File: config.mk
export PLATFORM = sky130hd
export DESIGN_NAME = timed_event_adc
export DESIGN_NICKNAME = d
export VERILOG_FILES = /design/src/timed_event_pkg.sv /design/src/timed_event_adc.sv
export VERILOG_INCLUDE_DIRS = /design/src /design/src/src
export SDC_FILE = /design/constraint.sdc
export NUM_CORES = 1
export LEC_CHECK = 0
export ABC_AREA = 1
export BUFFER_PORTS_ARGS = -buffer_cell sky130_fd_sc_hd__buf_2
export CAP_MARGIN = 20
export CORE_MARGIN = 3
export CORE_UTILIZATION = 27
export CTS_CLUSTER_DIAMETER = 200
export DETAILED_ROUTE_END_ITERATION = 10
export GPL_ROUTABILITY_DRIVEN = 0
export GPL_TIMING_DRIVEN = 1
export SLEW_MARGIN = 20
export SYNTH_ARGS = -nofsm -noshare
export SYNTH_HDL_FRONTEND = slang
export SYNTH_SLANG_ARGS = --single-unit
File: constraint.sdc
create_clock -name i_sys_clk -period 3.5 [get_ports i_sys_clk]
set_input_delay 0.35 -clock i_sys_clk [delete_from_list [all_inputs] [get_ports i_sys_clk]]
set_output_delay 0.35 -clock i_sys_clk [all_outputs]
set_load 0.01 [all_outputs]
File: src/timed_event_regs.svh
// offsets, field positions and counts for the timed event and converter block
// What this block does
// - timer 1 advances once per eight states
// - timer 2 counts both edges, once per eight
// - compare entry stays pending until its match
// - scheduled timer 2 clear acts within scan
// - clear pins clear timer 2 without scan
// - software timer match sets its status flag
// - interrupt tag bit also pulses timer interrupt on software timer, clear and convert events, not on pin events
// - clear or convert event sets no flag
// - status read clears bits zero to five
// - eight channels, ten-bit result, 1024 codes
// - conversion lasts 88 states, 4 sampling
// - sampling opens four states after trigger
// - input at reference gives all ones
// - start by command bit or schedule
// - command picks channel and start mode
// - command double buffered, restart aborts conversion
// - start clears the result register
// - busy may lag start up to eight
// - one compare entry checked per state
`ifndef TIMED_EVENT_REGS_SVH
`define TIMED_EVENT_REGS_SVH

// ****************************************************
// register offsets
// ****************************************************
`define OFF_CMD      8'h02
`define OFF_RES_LO   8'h02
`define OFF_RES_HI   8'h03
`define OFF_TIME_LO  8'h04
`define OFF_TIME_HI  8'h05
`define OFF_TAG      8'h06
`define OFF_STATUS   8'h0a

// ****************************************************
// field positions
// ****************************************************
`define TAG_REF_T2   6
`define TAG_IRQ      5
`define TAG_LEVEL    4
`define CMD_GO       3
`define ST_T1_OVF    5
`define ST_T2_OVF    4
`define RES_BUSY     3

// ****************************************************
// command channels and counts
// ****************************************************
`define CH_PIN_LAST  4'h5
`define CH_SW_FIRST  4'h8
`define CH_SW_LAST   4'hb
`define CH_T2_CLEAR  4'he
`define CH_ADC_START 4'hf
`define SCAN_LAST    3'h7
`define ADC_LAST     7'h57
`define SAMP_START   7'h04
`define SAMP_END     7'h07
`define SAR_FIRST    7'h08
`define SAR_TOP      4'ha
`define STATUS_CLR   6'h3f
`define WORD_ZERO    16'h0000
`define WORD_ONE     16'h0001
`define WORD_MAX     16'hffff

`endif

File: src/timed_event_pkg.sv
// types shared by the timed event and converter block
package timed_event_pkg;

  typedef enum logic [1:0] {
    ADC_IDLE = 2'b01,
    ADC_RUN  = 2'b10
  } adc_phase_e;

  typedef struct packed {
    logic [2:0]        scan;
    logic [15:0]       t1;
    logic [15:0]       t2;
    logic [2:0]        t2_sync;
    logic [2:0]        clr_sync;
    logic              t2_lvl;
    logic              t2_pend;
    logic [7:0]        cam_valid;
    logic [7:0][6:0]   cam_tag;
    logic [7:0][15:0]  cam_time;
    logic [6:0]        tag_wr;
    logic [7:0]        time_lo;
    logic              hold_valid;
    logic [6:0]        hold_tag;
    logic [15:0]       hold_time;
    logic [5:0]        pins;
    logic [5:0]        status;
    logic              sw_irq;
    logic              cmd_pend;
    logic [2:0]        cmd_ch;
    logic [2:0]        act_ch;
    adc_phase_e        phase;
    logic [6:0]        cnt;
    logic [9:0]        sar;
    logic [9:0]        result;
    logic [7:0]        rdata;
  } state_s;

endpackage

File: src/timed_event_adc.sv
// timer-scheduled event unit and successive approximation converter control
//
// Added by the designer: strobed register access.
`timescale 1ns/1ps
`include "timed_event_regs.svh"

module timed_event_adc
  import timed_event_pkg::*;
(
  input  wire logic       i_sys_clk,
  input  wire logic       i_rst,
  input  wire logic [7:0] i_addr,
  input  wire logic [7:0] i_wdata,
  input  wire logic       i_wr,
  input  wire logic       i_rd,
  input  wire logic       i_t2_clk_pin,
  input  wire logic       i_capture_input_zero,
  input  wire logic       i_timer2_clear_pin,
  input  wire logic       i_cmp_above,
  output logic [7:0]      o_rdata,
  output logic [5:0]      o_timed_output_unit,
  output logic            o_sw_timer_irq,
  output logic [2:0]      o_analog_channel_sel,
  output logic            o_sample_en,
  output logic [9:0]      o_dac_code
);

  state_s     q;
  state_s     next_q;
  logic       wr_cmd;
  logic       rd_status;
  logic       clr_act;
  logic       t2_edge;
  logic [6:0] cur_tag;
  logic [3:0] cur_ch;
  logic       hit;
  logic       fire_sw;
  logic       fire_int;
  logic       start_now;
  logic       start_cam;
  logic       start;
  logic [3:0] bit_idx;
  logic [9:0] sar_final;
  logic [5:0] set_bits;

  // ****************************************************
  // bus decode and compare-slot view
  // ****************************************************
  assign wr_cmd    = i_wr && (i_addr == `OFF_CMD);
  assign rd_status = i_rd && (i_addr == `OFF_STATUS);
  assign cur_tag   = q.cam_tag[q.scan];
  assign cur_ch    = cur_tag[3:0];
  // one entry against its reference timer per state
  assign hit = q.cam_valid[q.scan] &&
               (q.cam_time[q.scan] ==
                (cur_tag[`TAG_REF_T2] ? q.t2 : q.t1));
  assign fire_sw  = hit && (cur_ch >= `CH_SW_FIRST) &&
                    (cur_ch <= `CH_SW_LAST);
  assign fire_int = hit && (cur_ch >= `CH_T2_CLEAR);
  // a scheduled start only runs a command that software left waiting
  assign start_cam = hit && (cur_ch == `CH_ADC_START) &&
                     q.cmd_pend;
  assign start_now = wr_cmd && i_wdata[`CMD_GO];
  assign start     = start_now || start_cam;
  // filtered levels: second and third stage must agree
  assign clr_act = q.clr_sync[1] && q.clr_sync[2];
  assign t2_edge = (q.t2_sync[1] == q.t2_sync[2]) &&
                   (q.t2_sync[2] != q.t2_lvl);
  // trial bit walks from msb down, one bit per eight states
  assign bit_idx = `SAR_TOP - q.cnt[6:3];

  // last decision folded in so the result is final at completion
  always_comb begin
    sar_final = q.sar;
    if (!i_cmp_above) begin
      sar_final[0] = 1'b0;
    end
  end

  // ****************************************************
  // next state
  // ****************************************************
  always_comb begin
    next_q   = q;
    set_bits = 6'h00;
    next_q.sw_irq = 1'b0;
    next_q.rdata  = 8'h00;

    // synchronisers; the pin OR sits before the first stage
    next_q.t2_sync  = {q.t2_sync[1:0], i_t2_clk_pin};
    next_q.clr_sync = {q.clr_sync[1:0],
                       i_capture_input_zero || i_timer2_clear_pin};

    next_q.scan = q.scan + 3'h1;

    // timer 1 steps only after a full scan
    if (q.scan == `SCAN_LAST) begin
      next_q.t1 = q.t1 + `WORD_ONE;
      if (q.t1 == `WORD_MAX) begin
        set_bits[`ST_T1_OVF] = 1'b1;
      end
    end

    // both input edges count, but at most one per scan
    if (t2_edge) begin
      next_q.t2_lvl = q.t2_sync[2];
    end
    if (q.scan == `SCAN_LAST && q.t2_pend) begin
      next_q.t2      = q.t2 + `WORD_ONE;
      next_q.t2_pend = t2_edge;
      if (q.t2 == `WORD_MAX) begin
        set_bits[`ST_T2_OVF] = 1'b1;
      end
    end else if (t2_edge) begin
      next_q.t2_pend = 1'b1;
    end

    // tag and split time writes; the high byte loads holding
    if (i_wr && i_addr == `OFF_TAG) begin
      next_q.tag_wr = i_wdata[6:0];
    end
    if (i_wr && i_addr == `OFF_TIME_LO) begin
      next_q.time_lo = i_wdata;
    end
    if (i_wr && i_addr == `OFF_TIME_HI) begin
      next_q.hold_valid = 1'b1;
      next_q.hold_tag   = q.tag_wr;
      next_q.hold_time  = {i_wdata, q.time_lo};
    end

    // holding moves into the scanned slot only if it is empty
    if (q.hold_valid && !q.cam_valid[q.scan]) begin
      next_q.cam_valid[q.scan] = 1'b1;
      next_q.cam_tag[q.scan]   = q.hold_tag;
      next_q.cam_time[q.scan]  = q.hold_time;
      if (!(i_wr && i_addr == `OFF_TIME_HI)) begin
        next_q.hold_valid = 1'b0;
      end
    end

    // an entry leaves the memory only on its own match
    if (hit) begin
      next_q.cam_valid[q.scan] = 1'b0;
      if (cur_ch <= `CH_PIN_LAST) begin
        next_q.pins[cur_ch[2:0]] = cur_tag[`TAG_LEVEL];
      end
      if (fire_sw) begin
        set_bits[cur_ch[1:0]] = 1'b1;
      end
      if ((fire_sw || fire_int) && cur_tag[`TAG_IRQ]) begin
        next_q.sw_irq = 1'b1;
      end
      // internal clear lands in whichever slot it sits
      if (cur_ch == `CH_T2_CLEAR) begin
        next_q.t2      = `WORD_ZERO;
        next_q.t2_pend = t2_edge;
      end
    end

    // pin clear overrides every other timer 2 update
    if (clr_act) begin
      next_q.t2      = `WORD_ZERO;
      next_q.t2_pend = 1'b0;
    end

    // status read clears the low six; a same-cycle set survives
    if (rd_status) begin
      next_q.status = set_bits;
    end else begin
      next_q.status = q.status | set_bits;
    end

    // command buffer fills while a conversion runs
    if (wr_cmd && !i_wdata[`CMD_GO]) begin
      next_q.cmd_pend = 1'b1;
      next_q.cmd_ch   = i_wdata[2:0];
    end

    // ****************************************************
    // converter sequence
    // ****************************************************
    case (q.phase)
      ADC_IDLE: begin
        next_q.cnt = 7'h00;
      end
      ADC_RUN: begin
        next_q.cnt = q.cnt + 7'h01;
        if (q.cnt >= `SAR_FIRST) begin
          if (q.cnt[2:0] == 3'h0) begin
            next_q.sar[bit_idx] = 1'b1;
          end
          // keep the trial bit only if the input is above it
          if (q.cnt[2:0] == 3'h7 && !i_cmp_above) begin
            next_q.sar[bit_idx] = 1'b0;
          end
        end
        // fixed length, result and idle in one step
        if (q.cnt == `ADC_LAST) begin
          next_q.result = sar_final;
          next_q.phase  = ADC_IDLE;
        end
      end
      default: begin
        next_q.phase = ADC_IDLE;
      end
    endcase

    // a new start throws away the running one
    if (start) begin
      next_q.phase    = ADC_RUN;
      next_q.cnt      = 7'h00;
      next_q.sar      = 10'h000;
      next_q.result   = 10'h000;
      // a command buffered in the start cycle waits for the next trigger
      next_q.cmd_pend = wr_cmd && !i_wdata[`CMD_GO];
      next_q.act_ch   = start_now ? i_wdata[2:0] : q.cmd_ch;
    end

    // read data stand for one cycle only
    if (i_rd) begin
      case (i_addr)
        `OFF_RES_LO: begin
          next_q.rdata = {q.result[1:0], 1'b0,
                          1'b0, q.phase == ADC_RUN,
                          q.act_ch};
        end
        `OFF_RES_HI: begin
          next_q.rdata = q.result[9:2];
        end
        `OFF_STATUS: begin
          next_q.rdata = {2'b00, q.status};
        end
        default: begin
          next_q.rdata = 8'h00;
        end
      endcase
    end
  end

  // ****************************************************
  // state register
  // ****************************************************
  always_ff @(posedge i_sys_clk) begin
    if (i_rst) begin
      // every field from a constant; the phase needs its one-hot idle
      q       <= '0;
      q.phase <= ADC_IDLE;
    end else begin
      q <= next_q;
    end
  end

  // ****************************************************
  // outputs
  // ****************************************************
  assign o_rdata              = q.rdata;
  assign o_timed_output_unit  = q.pins;
  assign o_sw_timer_irq       = q.sw_irq;
  assign o_analog_channel_sel = q.act_ch;
  assign o_dac_code           = q.sar;
  // sampling window opens four states in, lasts four
  assign o_sample_en = (q.phase == ADC_RUN) &&
                       (q.cnt >= `SAMP_START) &&
                       (q.cnt <= `SAMP_END);
endmodule

### After elaboration in Yosys (flattened, before gate mapping)

Index checks and enable logic that the tools add are counted.

| operators by class | value |
|---|---|
| add/subtract/negate cells | 5 |
| magnitude comparators | 15 |
| equal/unequal tests | 20 |
| multiplexer cells | 57 |
| bitwise operators | 10 |
| reduce and logical (&&, ||, !) cells | 42 |

Operators with widths:

| cell | count |
|---|---|
| 192-bit 2-to-1 mux | 1 |
| 128-bit bitwise mux | 1 |
| 16-bit 2-to-1 mux | 6 |
| 10-bit 2-to-1 mux | 6 |
| 56-bit bitwise mux | 1 |
| 16-bit binary-select mux with 3-bit select | 1 |
| 16-bit demux with 3-bit select | 1 |
| 16-bit by 1-bit adder with 16-bit output, second input constant | 2 |
| 16-bit == test, second input constant | 2 |
| 29-bit 2-to-1 mux | 1 |
| 1-bit logical AND | 25 |
| 8-bit by 3-bit == test with 1-bit output, second input constant | 3 |
| 24-bit 2-to-1 mux | 1 |
| 8-bit one-hot mux with 3 select lines | 1 |
| 7-bit binary-select mux with 3-bit select | 1 |
| 7-bit demux with 3-bit select | 1 |
| 20-bit 2-to-1 mux | 1 |
| 6-bit 2-to-1 mux | 3 |
| 1-bit 2-to-1 mux | 17 |
| 16-bit == test | 1 |
| 8-bit by 2-bit == test with 1-bit output, second input constant | 2 |
| 7-bit 2-to-1 mux | 2 |
| 7-bit one-hot mux with 2 select lines | 1 |
| 10-bit AND | 1 |
| 49 further kinds | 67 |

| storage, ports and cells | value |
|---|---|
| bits in registers | 331 |
| input port bits | 24 |
| output and inout port bits | 29 |
| logic and storage cells | 189 |

### Longest topological paths before layout

| depth | value |
|---|---|
| depth after elaboration | 14 |
| gate-level depth with buffers | 21 |
| gate-level depth less buffers | 18 |

### Worst setup path after synthesis

No wires, ideal clock.

| timing | value |
|---|---|
| kind | register to register |
| start point | register q[328] (netlist name) |
| end point | register q[49] (netlist name) |
| setup time | 0.057 ns |
| arrival time | 2.175 ns |
| required time | 3.443 ns |
| slack | 1.268 ns |
| stages on the path, launching flop included | 13 |
| path buffers | 1 |
| clock period less this slack | 2.232 ns |
| cell sequence | dfxtp_1 -> ha_1 -> ha_1 -> buf_2 -> nand2_1 -> nor3_1 -> nand4_1 -> nor2_1 -> nand2_1 -> or3_1 -> o21ai_0 -> nand2_1 -> inv_1 |

| between the ends | value |
|---|---|
| longest elaborated chain between the ends | 11 |
| elaborated cells between the ends (all ways) | 21 |
| classes of those cells | order compare (2); eq/ne (2); mux (11); bitwise (2); reduce/logical (4) |

Ends and longest elaborated chain:

| what | RTL line | RTL |
|---|---|---|
| start: declaration | timed_event_adc.sv:28 | `state_s q;` |
| start signal: assignment | timed_event_adc.sv:249 | `q <= next_q;` |
| 7-bit binary-select mux with 3-bit select | timed_event_adc.sv:51 | `assign cur_tag = q.cam_tag[q.scan];` |
| 7-bit 2-to-1 mux (implied by the code) | timed_event_adc.sv:51 |  |
| 16-bit 2-to-1 mux | timed_event_adc.sv:56 | `` (cur_tag[`TAG_REF_T2] ? q.t2 : q.t1)); `` |
| 16-bit == test | timed_event_adc.sv:55 | `(q.cam_time[q.scan] ==` |
| 1-bit logical AND | timed_event_adc.sv:54 | `assign hit = q.cam_valid[q.scan] &&` |
| 1-bit logical AND (2 in a row) | timed_event_adc.sv:57 | `` assign fire_sw = hit && (cur_ch >= `CH_SW_FIRST) && `` |
| 6-bit 2-to-1 mux | timed_event_adc.sv:147 | `if (fire_sw) begin` |
| 6-bit 2-to-1 mux (*) | timed_event_adc.sv:142 | `if (hit) begin` |
| 6-bit OR | timed_event_adc.sv:170 | `next_q.status = q.status \| set_bits;` |
| 6-bit 2-to-1 mux (*) | timed_event_adc.sv:167 | `if (rd_status) begin` |

Every way passes the cells marked *; elsewhere a longest branch is shown, timed or not. The select of a mux whose other input is x is not followed.
A chain may end at the register's enable or synchronous reset.

### Final worst setup path

| timing | value |
|---|---|
| start point | register q[330] (netlist name) |
| end point | register q[9] (netlist name) |

| between the ends | value |
|---|---|
| longest elaborated chain between the ends | 9 |
| elaborated cells between the ends (all ways) | 14 |
| classes of those cells | eq/ne (2); mux (7); reduce/logical (5) |

Ends and longest elaborated chain:

| what | RTL line | RTL |
|---|---|---|
| 7-bit binary-select mux with 3-bit select | timed_event_adc.sv:51 |  |
| 7-bit 2-to-1 mux (implied by the code) | timed_event_adc.sv:51 |  |
| 16-bit 2-to-1 mux | timed_event_adc.sv:56 |  |
| 16-bit == test | timed_event_adc.sv:55 |  |
| 1-bit logical AND | timed_event_adc.sv:54 |  |
| 1-bit logical AND (*) (2 in a row) | timed_event_adc.sv:61 | `` assign start_cam = hit && (cur_ch == `CH_ADC_START) && `` |
| 1-bit logical OR (*) | timed_event_adc.sv:64 | `assign start = start_now \|\| start_cam;` |
| 2-bit OR reduction (no line) (*) | - |  |

Marks and branches as above.

==> metrics.md <==
| Metric | Value |
|---|---|
| Final Hold Vio Count | `0` |
| Share of the synthesized area in the top cell type | `43.72%` |
| Synth top cells by count | `nand2_1 (460), nor2_1 (379), dfxtp_1 (331), o21ai_0 (293), inv_1 (245)` |
| Register area share after synthesis | `43.72%` |
| Fmax | `332.7 MHz` |
| DR pass1 iterations | `5` |
| Clk network pwr share | `49.1%` |
| Final setup fails | `0` |
| Sw Ratio | `24.03%` |
| Comb pwr share | `7.5%` |
| Synth top area cells | `dfxtp_1 (44%), nand2_1 (11%), o21ai_0 (9.7%)` |
| DIE AREA | `59020 um2` |
| DP HPWL | `29.44 mm` |
| Worst slew pin tran | `0.8961 ns` |
| VDD IR max | `270.8 uV` |
| Maximum net fanout on the critical path | `27` |
| # Post-CTS Setup Buffers | `0` |
| WP data arrival | `3.41 ns` |
| Largest net degree at the start of global routing | `105` |
| Num CTS Buffers | `38` |
| Clk root buf | `clkbuf_16` |
| PortBufs | `52` |
| Grt peak-use layer | `met2` |
| Max Transition Viols Final | `0` |
| Final Cycle Share | `85.89%` |
| Number of global-route vias before repair | `12950` |
| Vias per Instance | `4.565` |
| Worst-Skew Late Latency | `0.54 ns` |
| Max Root-Sink Buffers | `3` |
| Avg Cell Area, Syn | `6.754 um2` |
| # resized after CTS | `0` |
| Num ports | `53` |
| H-tree levels | `2` |
| Via count | `13717` |
| Switching power | `2099 uW` |
| Hold Slack | `0.02684 ns` |
| Post-synth top area cell | `dfxtp_1` |
| Final setup TNS | `0 ns` |
| Global-route wire length before repair | `70.89 mm` |
| Most frequent cell after synthesis | `nand2_1` |
| Outcome | `completed` |
| P_int | `6633 uW` |
| Hold crit path type | `in -> reg` |
| Clk sinks | `331` |
| Initial antenna violation count | `1` |
| Area Growth Syn to Fin | `14.43%` |
| Die Y | `242.9 um` |
| Worst-path clk slew | `0.06 ns` |
| Synthesized area | `15160 um2` |
| Yosys reg bits | `331` |
| Final min period | `3.006 ns` |
| GRT overflow | `0` |
| # rows | `86` |
| Chip width | `242.9 um` |
| Worst path required time | `3.91 ns` |
| CTS tree | `yes` |
| Initial DRC count | `1090` |
| Met2 Track Usage GR | `23.53%` |
| Part of the power in registers | `43.3%` |
| Worst rel slew slack | `40.26%` |
| GR Layer Usage met1 | `19.57%` |
| Met3 Track Usage GR | `2.894%` |
| Cells after Synth | `2244` |
| Post-Syn Nets | `2277` |
| Final ANT Viol Nets | `0` |
| Layout Nets | `2262` |
| Post-synth top flop | `dfxtp_1` |
| Worst setup SP type | `register` |
| CP endpoint kind | `register` |
| WL final | `44.01 mm` |
| Post-synth EDFFs | `0` |
| Synth warn | `0` |
| Max Cap Viol | `0` |
| GR Util All Layers | `14.67%` |
| Share of layout cells above drive strength 1 | `8.595%` |
| Clock Skews | `0.02129 ns` |
| Yosys cell types | `46` |
| Power per cell area | `503.4 nW/um2` |
| N_diodes | `0` |
| WL/cell | `14.65 um` |
| RSZ-0062 raised after global routing | `no` |
| Leak pwr | `0.007612 uW` |
| CTS Hold Bufs | `0` |
| Crit path kind | `reg -> reg` |
| Core box area | `55310 um2` |
| Starting Density | `27.40%` |
| DRC viols | `0` |
| Ys async rst share | `0%` |
[cells by family (layout without fill, tap and decap cells)]
family	after synthesis	after routing	share of synthesized area (%)
simple gates	970	970	25.88
compound gates	514	514	17.58
buf+inv	408	421	11.38
flops	331	331	43.72
xor+xnor	12	12	0.6934
fa+ha+maj	9	9	0.7430
[power by group through the flow]
stage | clock network [uW] | registers, uW | logic, uW
2_1_floorplan | 0 | 3860 | 467
5_1_grt | 4520 | 3780 | 741
3_3_place_gp | 0 | 3870 | 648
3_5_place_dp | 0 | 3870 | 648
4_1_cts | 4370 | 3780 | 650
6_report | 4290 | 3780 | 656
[path summary, 6_finish.rpt]
path	slack, ns	endpoint	from	depth (start not counted)
max	0.49	q[9]$_SDFFE_PP0P_	q[330]$_SDFF_PP0_	14
min	0.03	next_q[294]$_SDFF_PP0_	i_t2_clk_pin	3
max reg2reg	0.49	q[9]$_SDFFE_PP0P_	q[330]$_SDFF_PP0_	14
min reg2reg	0.40	next_q[292]$_SDFF_PP0_	next_q[291]$_SDFF_PP0_	2
[metal layers]
metal	vias up	share of wire [%]
li1	7086	-
met5	-	0.027
met2	290	44
met1	6254	47
met3	85	5.2
met4	2	3.3
[metrics by stage]
stage | cells | setup WS [ns] | instance area, um2 | power, uW | util, %
2_1_floorplan | 2244 | 1.268 | 15160 | 4331 | -
3_3_place_gp | 2937 | 0.5875 | 15990 | 4516 | 28.91
3_5_place_dp | 2937 | 0.5448 | 15990 | 4516 | 28.91
4_1_cts | 3005 | 0.5322 | 17340 | 8806 | 31.36
5_1_grt | 3005 | 0.1842 | 17340 | 9044 | 31.36
6_report | 3005 | 0.4939 | 17340 | 8731 | 31.36
[critical path: stages (launching register included)]
cell     delay [ns]
dfxtp_1        0.40
inv_2          0.28
nor2_1         0.07
nand3_1        0.09
nand2_2        0.12
nor2_4         0.48
nand2_1        0.21
nand2_1        0.14
nand2_1        0.05
nand2_1        0.07
nand3_1        0.10
nor2_2         0.23
nand4_4        0.24
nand3_4        0.30
a21oi_1        0.08
[layout make-up]
type | count | area, um2
Clock buffer | 53 | 1119
Clock inverter | 15 | 235.2
Fill cell | 6045 | 37960
Inverter | 257 | 969.7
Multi-Input combinational cell | 1505 | 6817
Sequential cell | 331 | 6628
Tap cell | 748 | 935.9
Timing Repair Buffer | 96 | 640.6
[layout by cell type, fill, tap and decap left out, drive strengths merged, types with 9 or more instances in the layout]
cell type,synthesis,layout
nor3,23,23
nand3,59,59
nand2,464,464
o22ai,12,12
ha,9,9
clkinv,3,9
nand4,22,22
dfxtp,331,331
inv,254,256
xor2,12,12
clkbuf,83,53
buf,68,96
a21oi,183,183
nor2,388,388
o21ai,295,295
[sequential cells by signal, summed over array words and instances, names as in the netlist, named ones only]
signal / flops
q: 299
o_dac_code: 9
o_rdata: 8
o_timed_output_unit: 6
next_q: 4
o_analog_channel_sel: 3
o_sw_timer_irq: 1
Power figures use the tool's default switching activity.
